<file path="src/shared/tcw_regs.svh">
// Register offsets, field positions, reset values and divider taps of the window timer
`ifndef TCW_REGS_SVH
`define TCW_REGS_SVH

`define TCW_ADDR_W        12
`define TCW_CTRL_OFS      12'h000
`define TCW_CMP_LO_OFS    12'h004
`define TCW_CMP_HI_OFS    12'h008
`define TCW_COUNT_OFS     12'h00C

`define TCW_RUN_BIT       5
`define TCW_SRC_MSB       4
`define TCW_SRC_LSB       2
`define TCW_MODE_BIT      0

`define TCW_CTRL_RST      8'h00
`define TCW_CMP_RST       16'hFFFF
`define TCW_COUNT_RST     16'h0000

`define TCW_SRC_TAP0      3'h0
`define TCW_SRC_TAP1      3'h1
`define TCW_SRC_TAP2      3'h2
`define TCW_SRC_TAP3      3'h3
`define TCW_SRC_FAST      3'h4
`define TCW_SRC_SLOWCLK   3'h5
`define TCW_SRC_RSVD      3'h6
`define TCW_SRC_PIN       3'h7

`define TCW_HF_DIV_W      23
`define TCW_LF_DIV_W      15
`define TCW_HF_TAP_A      23
`define TCW_HF_TAP_B      13
`define TCW_HF_TAP_C      8
`define TCW_HF_TAP_D      3
`define TCW_LF_TAP_A      15
`define TCW_LF_TAP_B      5
`define TCW_UPPER_LSB     11

`endif

</file>
<file path="src/shared/tcw_pkg.sv">
// Types shared by the window timer modules
package tcw_pkg;

  typedef enum logic [3:0] {
    TCW_PM_NORMAL1,
    TCW_PM_NORMAL_MODE_TWO,
    TCW_PM_IDLE1,
    TCW_PM_IDLE2,
    TCW_PM_LOW_SPEED_MODE_ONE,
    TCW_PM_LOW_SPEED_MODE_TWO,
    TCW_PM_SLEEP1,
    TCW_PM_SLEEP2,
    TCW_PM_STOP
  } tcw_power_mode_t;

  typedef enum logic [1:0] {
    TCW_OP_TIMER,
    TCW_OP_EVENT,
    TCW_OP_WINDOW
  } tcw_op_t;

  typedef struct packed {
    logic       run_control;
    logic [2:0] source_clock_select;
    logic       mode_select;
  } tcw_ctrl_t;

  typedef struct packed {
    logic hf;
    logic hf_a;
    logic hf_b;
    logic hf_c;
    logic hf_d;
    logic lf;
    logic lf_a;
    logic lf_b;
  } tcw_taps_t;

  typedef struct packed {
    logic hit_ctrl;
    logic hit_cmp_lo;
    logic hit_cmp_hi;
    logic hit_count;
    logic setup;
    logic wr;
  } tcw_bus_req_t;

endpackage

</file>
<file path="src/rtl/tcw_apb_decode.sv">
// APB address decode and phase tracking for the window timer registers
`include "tcw_regs.svh"

module tcw_apb_decode
  import tcw_pkg::*;
(
  input  wire logic [`TCW_ADDR_W-1:0] paddr,
  input  wire logic                   psel,
  input  wire logic                   penable,
  input  wire logic                   pwrite,
  output tcw_bus_req_t                req,
  output logic                        pready,
  output logic                        pslverr
);

  wire logic access;
  wire logic mapped;

  assign req.hit_ctrl   = (paddr == `TCW_CTRL_OFS);
  assign req.hit_cmp_lo = (paddr == `TCW_CMP_LO_OFS);
  assign req.hit_cmp_hi = (paddr == `TCW_CMP_HI_OFS);
  assign req.hit_count  = (paddr == `TCW_COUNT_OFS);
  assign req.setup      = psel & ~penable;
  assign access         = psel & penable;
  assign req.wr         = access & pwrite & mapped;
  assign mapped         = req.hit_ctrl | req.hit_cmp_lo | req.hit_cmp_hi | req.hit_count;
  // Zero wait states; unmapped words answer with an error and have no effect
  assign pready         = 1'b1;
  assign pslverr        = access & ~mapped;

endmodule // tcw_apb_decode

</file>
<file path="src/rtl/tcw_tick_gen.sv">
// Prescaler chains that turn the two base clock ticks into divided tap ticks
`include "tcw_regs.svh"

module tcw_tick_gen
  import tcw_pkg::*;
(
  input  wire logic pclk,
  input  wire logic presetn,
  input  wire logic hf_tick,
  input  wire logic lf_tick,
  output tcw_taps_t taps
);

  logic [`TCW_HF_DIV_W-1:0] hf_div;
  logic [`TCW_LF_DIV_W-1:0] lf_div;
  tcw_taps_t                next_taps;

  // One tap tick per 2^n base ticks: the base tick that rolls the low n bits over
  function automatic logic tap_hit(input logic [31:0] ctr, input int n);
    logic [31:0] mask;
    mask    = (32'h1 << n) - 32'h1;
    tap_hit = ((ctr & mask) == mask);
  endfunction

  assign next_taps.hf   = hf_tick;
  assign next_taps.hf_a = hf_tick & tap_hit(32'(hf_div), `TCW_HF_TAP_A);
  assign next_taps.hf_b = hf_tick & tap_hit(32'(hf_div), `TCW_HF_TAP_B);
  assign next_taps.hf_c = hf_tick & tap_hit(32'(hf_div), `TCW_HF_TAP_C);
  assign next_taps.hf_d = hf_tick & tap_hit(32'(hf_div), `TCW_HF_TAP_D);
  assign next_taps.lf   = lf_tick;
  assign next_taps.lf_a = lf_tick & tap_hit(32'(lf_div), `TCW_LF_TAP_A);
  assign next_taps.lf_b = lf_tick & tap_hit(32'(lf_div), `TCW_LF_TAP_B);

  always_ff @(posedge pclk or negedge presetn)
  begin
    if (!presetn)
    begin
      hf_div <= '0;
      lf_div <= '0;
      taps   <= '0;
    end
    else
    begin
      hf_div <= hf_div + {{(`TCW_HF_DIV_W-1){1'b0}}, hf_tick};
      lf_div <= lf_div + {{(`TCW_LF_DIV_W-1){1'b0}}, lf_tick};
      taps   <= next_taps;
    end
  end

endmodule // tcw_tick_gen

</file>
<file path="src/rtl/tcw_timer.sv">
// 16-bit timer, event counter and window counter with APB registers
//
// Local design decisions: the APB register port and the address map.
`include "tcw_regs.svh"

module tcw_timer
  import tcw_pkg::*;
(
  input  wire logic                   pclk,
  input  wire logic                   presetn,
  input  wire logic [`TCW_ADDR_W-1:0] paddr,
  input  wire logic                   psel,
  input  wire logic                   penable,
  input  wire logic                   pwrite,
  input  wire logic [31:0]            pwdata,
  output logic      [31:0]            prdata,
  output logic                        pready,
  output logic                        pslverr,
  input  wire logic                   high_freq_clock,
  input  wire logic                   low_freq_clock,
  input  wire logic                   divider_tap_select,
  input  tcw_power_mode_t             power_mode,
  input  wire logic                   count_input_pin,
  output logic                        match_interrupt
);

  tcw_bus_req_t    req;
  tcw_taps_t       taps;
  tcw_ctrl_t       ctrl;
  tcw_ctrl_t       next_ctrl;
  tcw_op_t         op;
  logic [15:0]     compare;
  logic [15:0]     next_compare;
  logic [7:0]      low_pending;
  logic            low_written;
  logic            next_low_written;
  logic [15:0]     count;
  logic [15:0]     next_count;
  logic            next_match;
  logic [31:0]     next_prdata;
  logic            pin_meta;
  logic            pin_sync;
  logic            pin_prev;

  wire logic       slow_side;
  wire logic       in_stop;
  wire logic       fast_ok;
  wire logic       upper_only;
  wire logic       int_tick;
  wire logic       pin_rise;
  wire logic       pin_fall;
  wire logic       wr_ctrl;
  wire logic       wr_lo;
  wire logic       wr_hi;
  wire logic [7:0] ctrl_byte;
  wire logic [7:0] wbyte;
  wire logic       step_hit;
  wire logic       hold_hit;
  wire logic [15:0] count_inc;

  tcw_apb_decode u_decode
  (
    .paddr   (paddr),
    .psel    (psel),
    .penable (penable),
    .pwrite  (pwrite),
    .req     (req),
    .pready  (pready),
    .pslverr (pslverr)
  );

  tcw_tick_gen u_ticks
  (
    .pclk    (pclk),
    .presetn (presetn),
    .hf_tick (high_freq_clock),
    .lf_tick (low_freq_clock),
    .taps    (taps)
  );

  // Compare against the held value; the fast warm-up case looks at the top bits only
  function automatic logic cmp_match(input logic [15:0] cnt,
                                     input logic [15:0] cmp,
                                     input logic        upper);
    if (upper)
      cmp_match = (cnt[15:`TCW_UPPER_LSB] == cmp[15:`TCW_UPPER_LSB]);
    else
      cmp_match = (cnt == cmp);
  endfunction

  // Internal source per code, divider select and power mode; unlisted pairs give no tick
  function automatic logic pick_tick(input logic [2:0]      src,
                                     input logic            dv,
                                     input logic            slow,
                                     input logic            fast_allowed,
                                     input tcw_taps_t       t);
    case (src)
      `TCW_SRC_TAP0:    pick_tick = (slow | dv) ? t.lf_a : t.hf_a;
      `TCW_SRC_TAP1:    pick_tick = (slow | dv) ? t.lf_b : t.hf_b;
      `TCW_SRC_TAP2:    pick_tick = slow ? 1'b0 : t.hf_c;
      `TCW_SRC_TAP3:    pick_tick = slow ? 1'b0 : t.hf_d;
      `TCW_SRC_FAST:    pick_tick = fast_allowed & t.hf;
      `TCW_SRC_SLOWCLK: pick_tick = slow ? 1'b0 : t.lf;
      default:          pick_tick = 1'b0;
    endcase
  endfunction

  assign slow_side = (power_mode == TCW_PM_LOW_SPEED_MODE_ONE) | (power_mode == TCW_PM_LOW_SPEED_MODE_TWO) |
                     (power_mode == TCW_PM_SLEEP1) | (power_mode == TCW_PM_SLEEP2);
  assign in_stop   = (power_mode == TCW_PM_STOP);

  // Fast clock runs the count while the oscillator warms up on the way out of slow one
  assign fast_ok    = ~ctrl.mode_select &
                      ((power_mode == TCW_PM_LOW_SPEED_MODE_TWO) |
                       (power_mode == TCW_PM_LOW_SPEED_MODE_ONE));
  assign upper_only = fast_ok & (ctrl.source_clock_select == `TCW_SRC_FAST) &
                      (power_mode == TCW_PM_LOW_SPEED_MODE_TWO);
  assign int_tick   = pick_tick(ctrl.source_clock_select, divider_tap_select,
                                slow_side, fast_ok, taps);

  // Mode decode: pin source without window bit is the event counter
  assign op = ctrl.mode_select ? TCW_OP_WINDOW :
              (ctrl.source_clock_select == `TCW_SRC_PIN) ? TCW_OP_EVENT :
              TCW_OP_TIMER;

  assign pin_rise = pin_sync & ~pin_prev;
  assign pin_fall = ~pin_sync & pin_prev;

  assign wbyte     = pwdata[7:0];
  assign wr_ctrl   = req.wr & req.hit_ctrl;
  assign wr_lo     = req.wr & req.hit_cmp_lo;
  assign wr_hi     = req.wr & req.hit_cmp_hi;

  assign count_inc = count + 16'h0001;
  assign step_hit  = cmp_match(count_inc, compare, upper_only);
  assign hold_hit  = cmp_match(count, compare, 1'b0);

  // Undefined bits are read back as zero here
  assign ctrl_byte = {2'b00, ctrl.run_control, ctrl.source_clock_select[2:1],
                      ctrl.source_clock_select[0], 1'b0, ctrl.mode_select};

  // Control register; stop mode wins over a software start
  always_comb
  begin
    next_ctrl = ctrl;
    if (wr_ctrl)
    begin
      next_ctrl.run_control         = wbyte[`TCW_RUN_BIT];
      next_ctrl.source_clock_select = wbyte[`TCW_SRC_MSB:`TCW_SRC_LSB];
      next_ctrl.mode_select         = wbyte[`TCW_MODE_BIT];
    end
    if (in_stop)
      next_ctrl.run_control = 1'b0;
  end

  // Compare pair: low byte parks, high byte commits both halves together; in the fast slow-two case a lone high byte sets the top half alone
  always_comb
  begin
    next_compare     = compare;
    next_low_written = low_written;
    if (wr_lo)
      next_low_written = 1'b1;
    if (wr_hi)
    begin
      if (low_written)
      begin
        next_compare     = {wbyte, low_pending};
        next_low_written = 1'b0;
      end
      else if (upper_only)
        next_compare = {wbyte, compare[7:0]};
    end
  end

  // Counting per operation kind
  always_comb
  begin
    next_count = count;
    next_match = 1'b0;
    if (!ctrl.run_control)
      next_count = `TCW_COUNT_RST;
    else
    begin
      case (op)
        TCW_OP_TIMER:
        begin
          if (int_tick)
          begin
            if (step_hit)
            begin
              next_count = `TCW_COUNT_RST;
              next_match = 1'b1;
            end
            else
              next_count = count_inc;
          end
        end
        TCW_OP_EVENT:
        begin
          // Edges are at least one cycle apart, so rise and fall never coincide
          if (pin_rise)
            next_count = count_inc;
          else if (pin_fall && hold_hit)
          begin
            next_count = `TCW_COUNT_RST;
            next_match = 1'b1;
          end
        end
        TCW_OP_WINDOW:
        begin
          // Synchronised pin gates the tick; a window far slower than the tick is assumed
          if (int_tick && pin_sync)
          begin
            if (step_hit)
            begin
              next_count = `TCW_COUNT_RST;
              next_match = 1'b1;
            end
            else
              next_count = count_inc;
          end
        end
        default:
          next_count = count;
      endcase
    end
  end

  // Read data is latched in the setup cycle so it stands from a flop in the access cycle
  always_comb
  begin
    next_prdata = prdata;
    if (req.setup)
    begin
      next_prdata = 32'h0000_0000;
      if (req.hit_ctrl)
        next_prdata = {24'h00_0000, ctrl_byte};
      else if (req.hit_cmp_lo)
        next_prdata = {24'h00_0000, compare[7:0]};
      else if (req.hit_cmp_hi)
        next_prdata = {24'h00_0000, compare[15:8]};
      else if (req.hit_count)
        next_prdata = {16'h0000, count};
    end
  end

  // Pin synchroniser and edge history
  always_ff @(posedge pclk or negedge presetn)
  begin
    if (!presetn)
    begin
      pin_meta <= 1'b0;
      pin_sync <= 1'b0;
      pin_prev <= 1'b0;
    end
    else
    begin
      pin_meta <= count_input_pin;
      pin_sync <= pin_meta;
      pin_prev <= pin_sync;
    end
  end

  always_ff @(posedge pclk or negedge presetn)
  begin
    if (!presetn)
    begin
      ctrl        <= tcw_ctrl_t'(5'(`TCW_CTRL_RST));
      compare     <= `TCW_CMP_RST;
      low_pending <= 8'h00;
      low_written <= 1'b0;
    end
    else
    begin
      ctrl        <= next_ctrl;
      compare     <= next_compare;
      low_pending <= wr_lo ? wbyte : low_pending;
      low_written <= next_low_written;
    end
  end

  always_ff @(posedge pclk or negedge presetn)
  begin
    if (!presetn)
    begin
      count           <= `TCW_COUNT_RST;
      match_interrupt <= 1'b0;
      prdata          <= 32'h0000_0000;
    end
    else
    begin
      count           <= next_count;
      match_interrupt <= next_match;
      prdata          <= next_prdata;
    end
  end

endmodule // tcw_timer

</file>
<file path="config.mk">
export PLATFORM = sky130hd
export DESIGN_NAME = tcw_timer
export DESIGN_NICKNAME = d
export VERILOG_FILES = /design/src/shared/tcw_pkg.sv /design/src/rtl/tcw_apb_decode.sv /design/src/rtl/tcw_tick_gen.sv /design/src/rtl/tcw_timer.sv
export VERILOG_INCLUDE_DIRS = /design/src /design/src/shared
export SDC_FILE = /design/constraint.sdc
export NUM_CORES = 1
export LEC_CHECK = 0
export BUFFER_PORTS_ARGS = -buffer_cell sky130_fd_sc_hd__clkbuf_2
export CORE_MARGIN = 2
export CORE_UTILIZATION = 57
export CTS_CLUSTER_SIZE = 24
export DETAILED_ROUTE_END_ITERATION = 16
export GPL_TIMING_DRIVEN = 0
export MAX_ROUTING_LAYER = met4
export PLACE_DENSITY = 0.8
export SLEW_MARGIN = 20
export SYNTH_ARGS = -nofsm -noshare
export SYNTH_HDL_FRONTEND = slang
export SYNTH_SLANG_ARGS = --single-unit
</file>
<file path="constraint.sdc">
create_clock -name pclk -period 3.6 [get_ports pclk]
set_input_delay 0.54 -clock pclk [delete_from_list [all_inputs] [get_ports pclk]]
set_output_delay 0.54 -clock pclk [all_outputs]
set_load 0.01 [all_outputs]
</file>
==> flow_metrics.tcl <==
set metrics [dict create \
    status "completed" \
    powerDensity_nw_per_um2 345 \
    async_reset_ff_frac 1.00 \
    power_leakage_uw 0.00301 \
    cts_tree "built" \
    crit_required_ps 3890 \
    seq_area_frac_synth 0.463 \
    wirelength_um 15100 \
    synth_area_per_cell_um2 10.3 \
    die_h_um 107 \
    path_max_fanout 9 \
    drv_cap 0 \
    setup_tns_ps 0 \
    synthesis.area_um2 6100 \
    die_area_um2 11500 \
    drt_iter0_drc 367 \
    drtPass1Iterations 5 \
    core_area_um2 10400 \
    fin_nets 734 \
    cts_root_buffer "clkbuf_8" \
    hold_violations 0 \
    yosysWarnings 0 \
    ys_types 68 \
    stdcell_count 813 \
    htree_num_levels 3 \
    cp-end-kind "flop" \
    yosys_register_bits 112 \
    dp.cells 797 \
    grt_antenna_before_repair 0 \
    area_growth_pct 11.4 \
    start_util 0.588 \
    gp_congestion 0.944 \
    drc_errors 0 \
    grt_usage 0.289 \
    rows 37 \
    criticalPathCategory "flop to flop" \
    crit_arrival_ps 3540 \
    finalSetupViolations 0 \
    die_w_um 107 \
    rsz0062_at_grt "no" \
    dp_hpwl_um 11200 \
    via_per_inst 5.99 \
    cts.sink_count 112 \
    final_max_slew_viol_count 0 \
    ys.flop_type "dfrtp_1" \
    irDropWorstVdd_mv 0.372 \
    max_freq_mhz 307 \
    maxSlewHeadroom 0.390 \
    dr_total_vias 4867 \
    io_buffer_count 50 \
    cts_buffer_depth 2 \
    startpoint_type "flop" \
    diodes 0 \
    cts_hold_buf 0 \
    min_period_over_period 0.904 \
    syn_inst 595 \
    post_cts_buffers 0 \
    finalCriticalPeriod_ps 3250 \
    grt_pass1_vias 4976 \
    cts_resized 0 \
    mostFrequentLayoutCell "dfrtp_1" \
    fin_skew_ps 13.3 \
    synth_edf_count 0 \
    num_io_pins 92 \
    layout_common_cells "96 x dfrtp_1, 50 x nand2_1, 49 x clkbuf_2, 44 x xnor2_1, 36 x mux2_2" \
    insertion_delay_ps 390 \
    wire_per_inst_um 18.5 \
    grt_max_degree 81 \
    ant_nets 0 \
    hold_path.class "input port to asynchronous set/reset pin" \
    cts.clk_slew.worst_paths_ps 110 \
    cts_buffers 9 \
    gr-total-overflow 0 \
    drive_above_1_share 0.226 \
    grt_pass1_wl_um 25100 \
    tightest_slew_ps 908 \
]
[synth_stat cells (all sizes together), types with 4 or more instances]
master | instances | area share
nand4 | 25 | 0.028
a221o | 5 | 0.0082
o2111ai | 4 | 0.0057
a31o | 6 | 0.0086
nand2b | 6 | 0.0062
xor2 | 14 | 0.020
a21boi | 9 | 0.011
nor2 | 34 | 0.021
nor4 | 11 | 0.011
o31ai | 7 | 0.0094
and3 | 15 | 0.015
nor3 | 20 | 0.016
a211oi | 4 | 0.0049
a22o | 11 | 0.016
o211ai | 5 | 0.0062
inv | 12 | 0.0074
nand2 | 51 | 0.033
o21ai | 14 | 0.013
dfstp | 16 | 0.069
nor2b | 7 | 0.0072
and2 | 5 | 0.0051
a21oi | 6 | 0.0049
nand3 | 26 | 0.023
xnor2 | 44 | 0.063
and4 | 6 | 0.0086
a22oi | 6 | 0.0074
mux2 | 36 | 0.066
dfrtp | 96 | 0.39
clkbuf | 19 | 0.012
ha | 5 | 0.010
buf | 27 | 0.030
[cells by family (layout without fill, tap and decap cells)]
family | Yosys count | after routing | synth area share
buffers and inverters | 58 | 125 | 0.0490
muxes | 39 | 39 | 0.0714
adders and majority gates | 5 | 5 | 0.0103
other | 2 | 17 | 0.00123
DFF | 112 | 112 | 0.463
xor gates and xnor gates | 58 | 58 | 0.0833
and+or+nand+nor | 220 | 220 | 0.193
AOI/OAI and AO/OA | 101 | 101 | 0.129
[path summary, 6_finish.rpt]
| kind | slack (ps) | to | startpoint | depth (start not counted) |
|---|---|---|---|---|
| min reg2reg | 360 | pin_sync | pin_meta | 0 |
| min | 30 | prdata[6] | presetn | 1 |
| max | 350 | count[2] | count[1] | 9 |
| max reg2reg | 350 | count[2] | count[1] | 9 |
| max in group asynchronous | 2870 | compare[4] | presetn | 2 |
| min in group pclk | 250 | pin_meta | count_input_pin | 1 |
[flip-flops by register name, summed over array words and instances, names as in the netlist, 5 cells and up]
name	flops
compare	16
count	16
ctrl	5
low_pending	8
prdata	16
u_ticks.hf_div	23
u_ticks.lf_div	15
u_ticks.taps	8
[through the flow]
stage | cell area, um2 | hold slack (ps) | worst slack (ps) | util | total power, uW
floorplan | 6160 | 244 | 1000 | - | 1560
global placement | 6580 | 334 | 424 | 0.634 | 1630
detailed placement | 6610 | 335 | 401 | 0.638 | 1650
CTS | 6800 | 29.4 | 377 | 0.655 | 2360
global route | 6800 | 39.1 | 86.2 | 0.655 | 2460
finish | 6800 | 32.8 | 347 | 0.655 | 2350
[metal layers]
layer / up-vias / track usage / routed length, um
met2: 165 / 0.480 / 7420
li1: 2299 / - / -
met3: 23 / 0.0442 / 910
met5: - / - / 0
met1: 2380 / 0.368 / 6470
met4: 0 / 0.0943 / 263
[worst max-delay path, cell delays in order, from the launching register on]
cell       delay [ps]
dfrtp_1           560
ha_1              210
clkbuf_1          270
and3_1            310
o21ai_0           110
a2111oi_0         610
o21ai_2           330
nand4_1           270
o21ai_2           160
o311ai_1          320
[power by group]
group          internal, uW  switching, uW  leakage, uW
Sequential             1340           83.2      0.00147
Clock                   280            435    0.0000971
Combinational          96.1            112      0.00145
Total                  1720            631      0.00301
[area by class of cell]
cell class	instances	area [um2]
plain buffers	46	254
clock buffers	11	141
clock inverters	5	41.3
fillers	879	3570
inverters	12	45.0
multi-input cells	440	3030
flip-flops and latches	112	2820
well taps	136	170
repair buffers	51	287
Note: power is estimated with default switching activity, not from simulation.
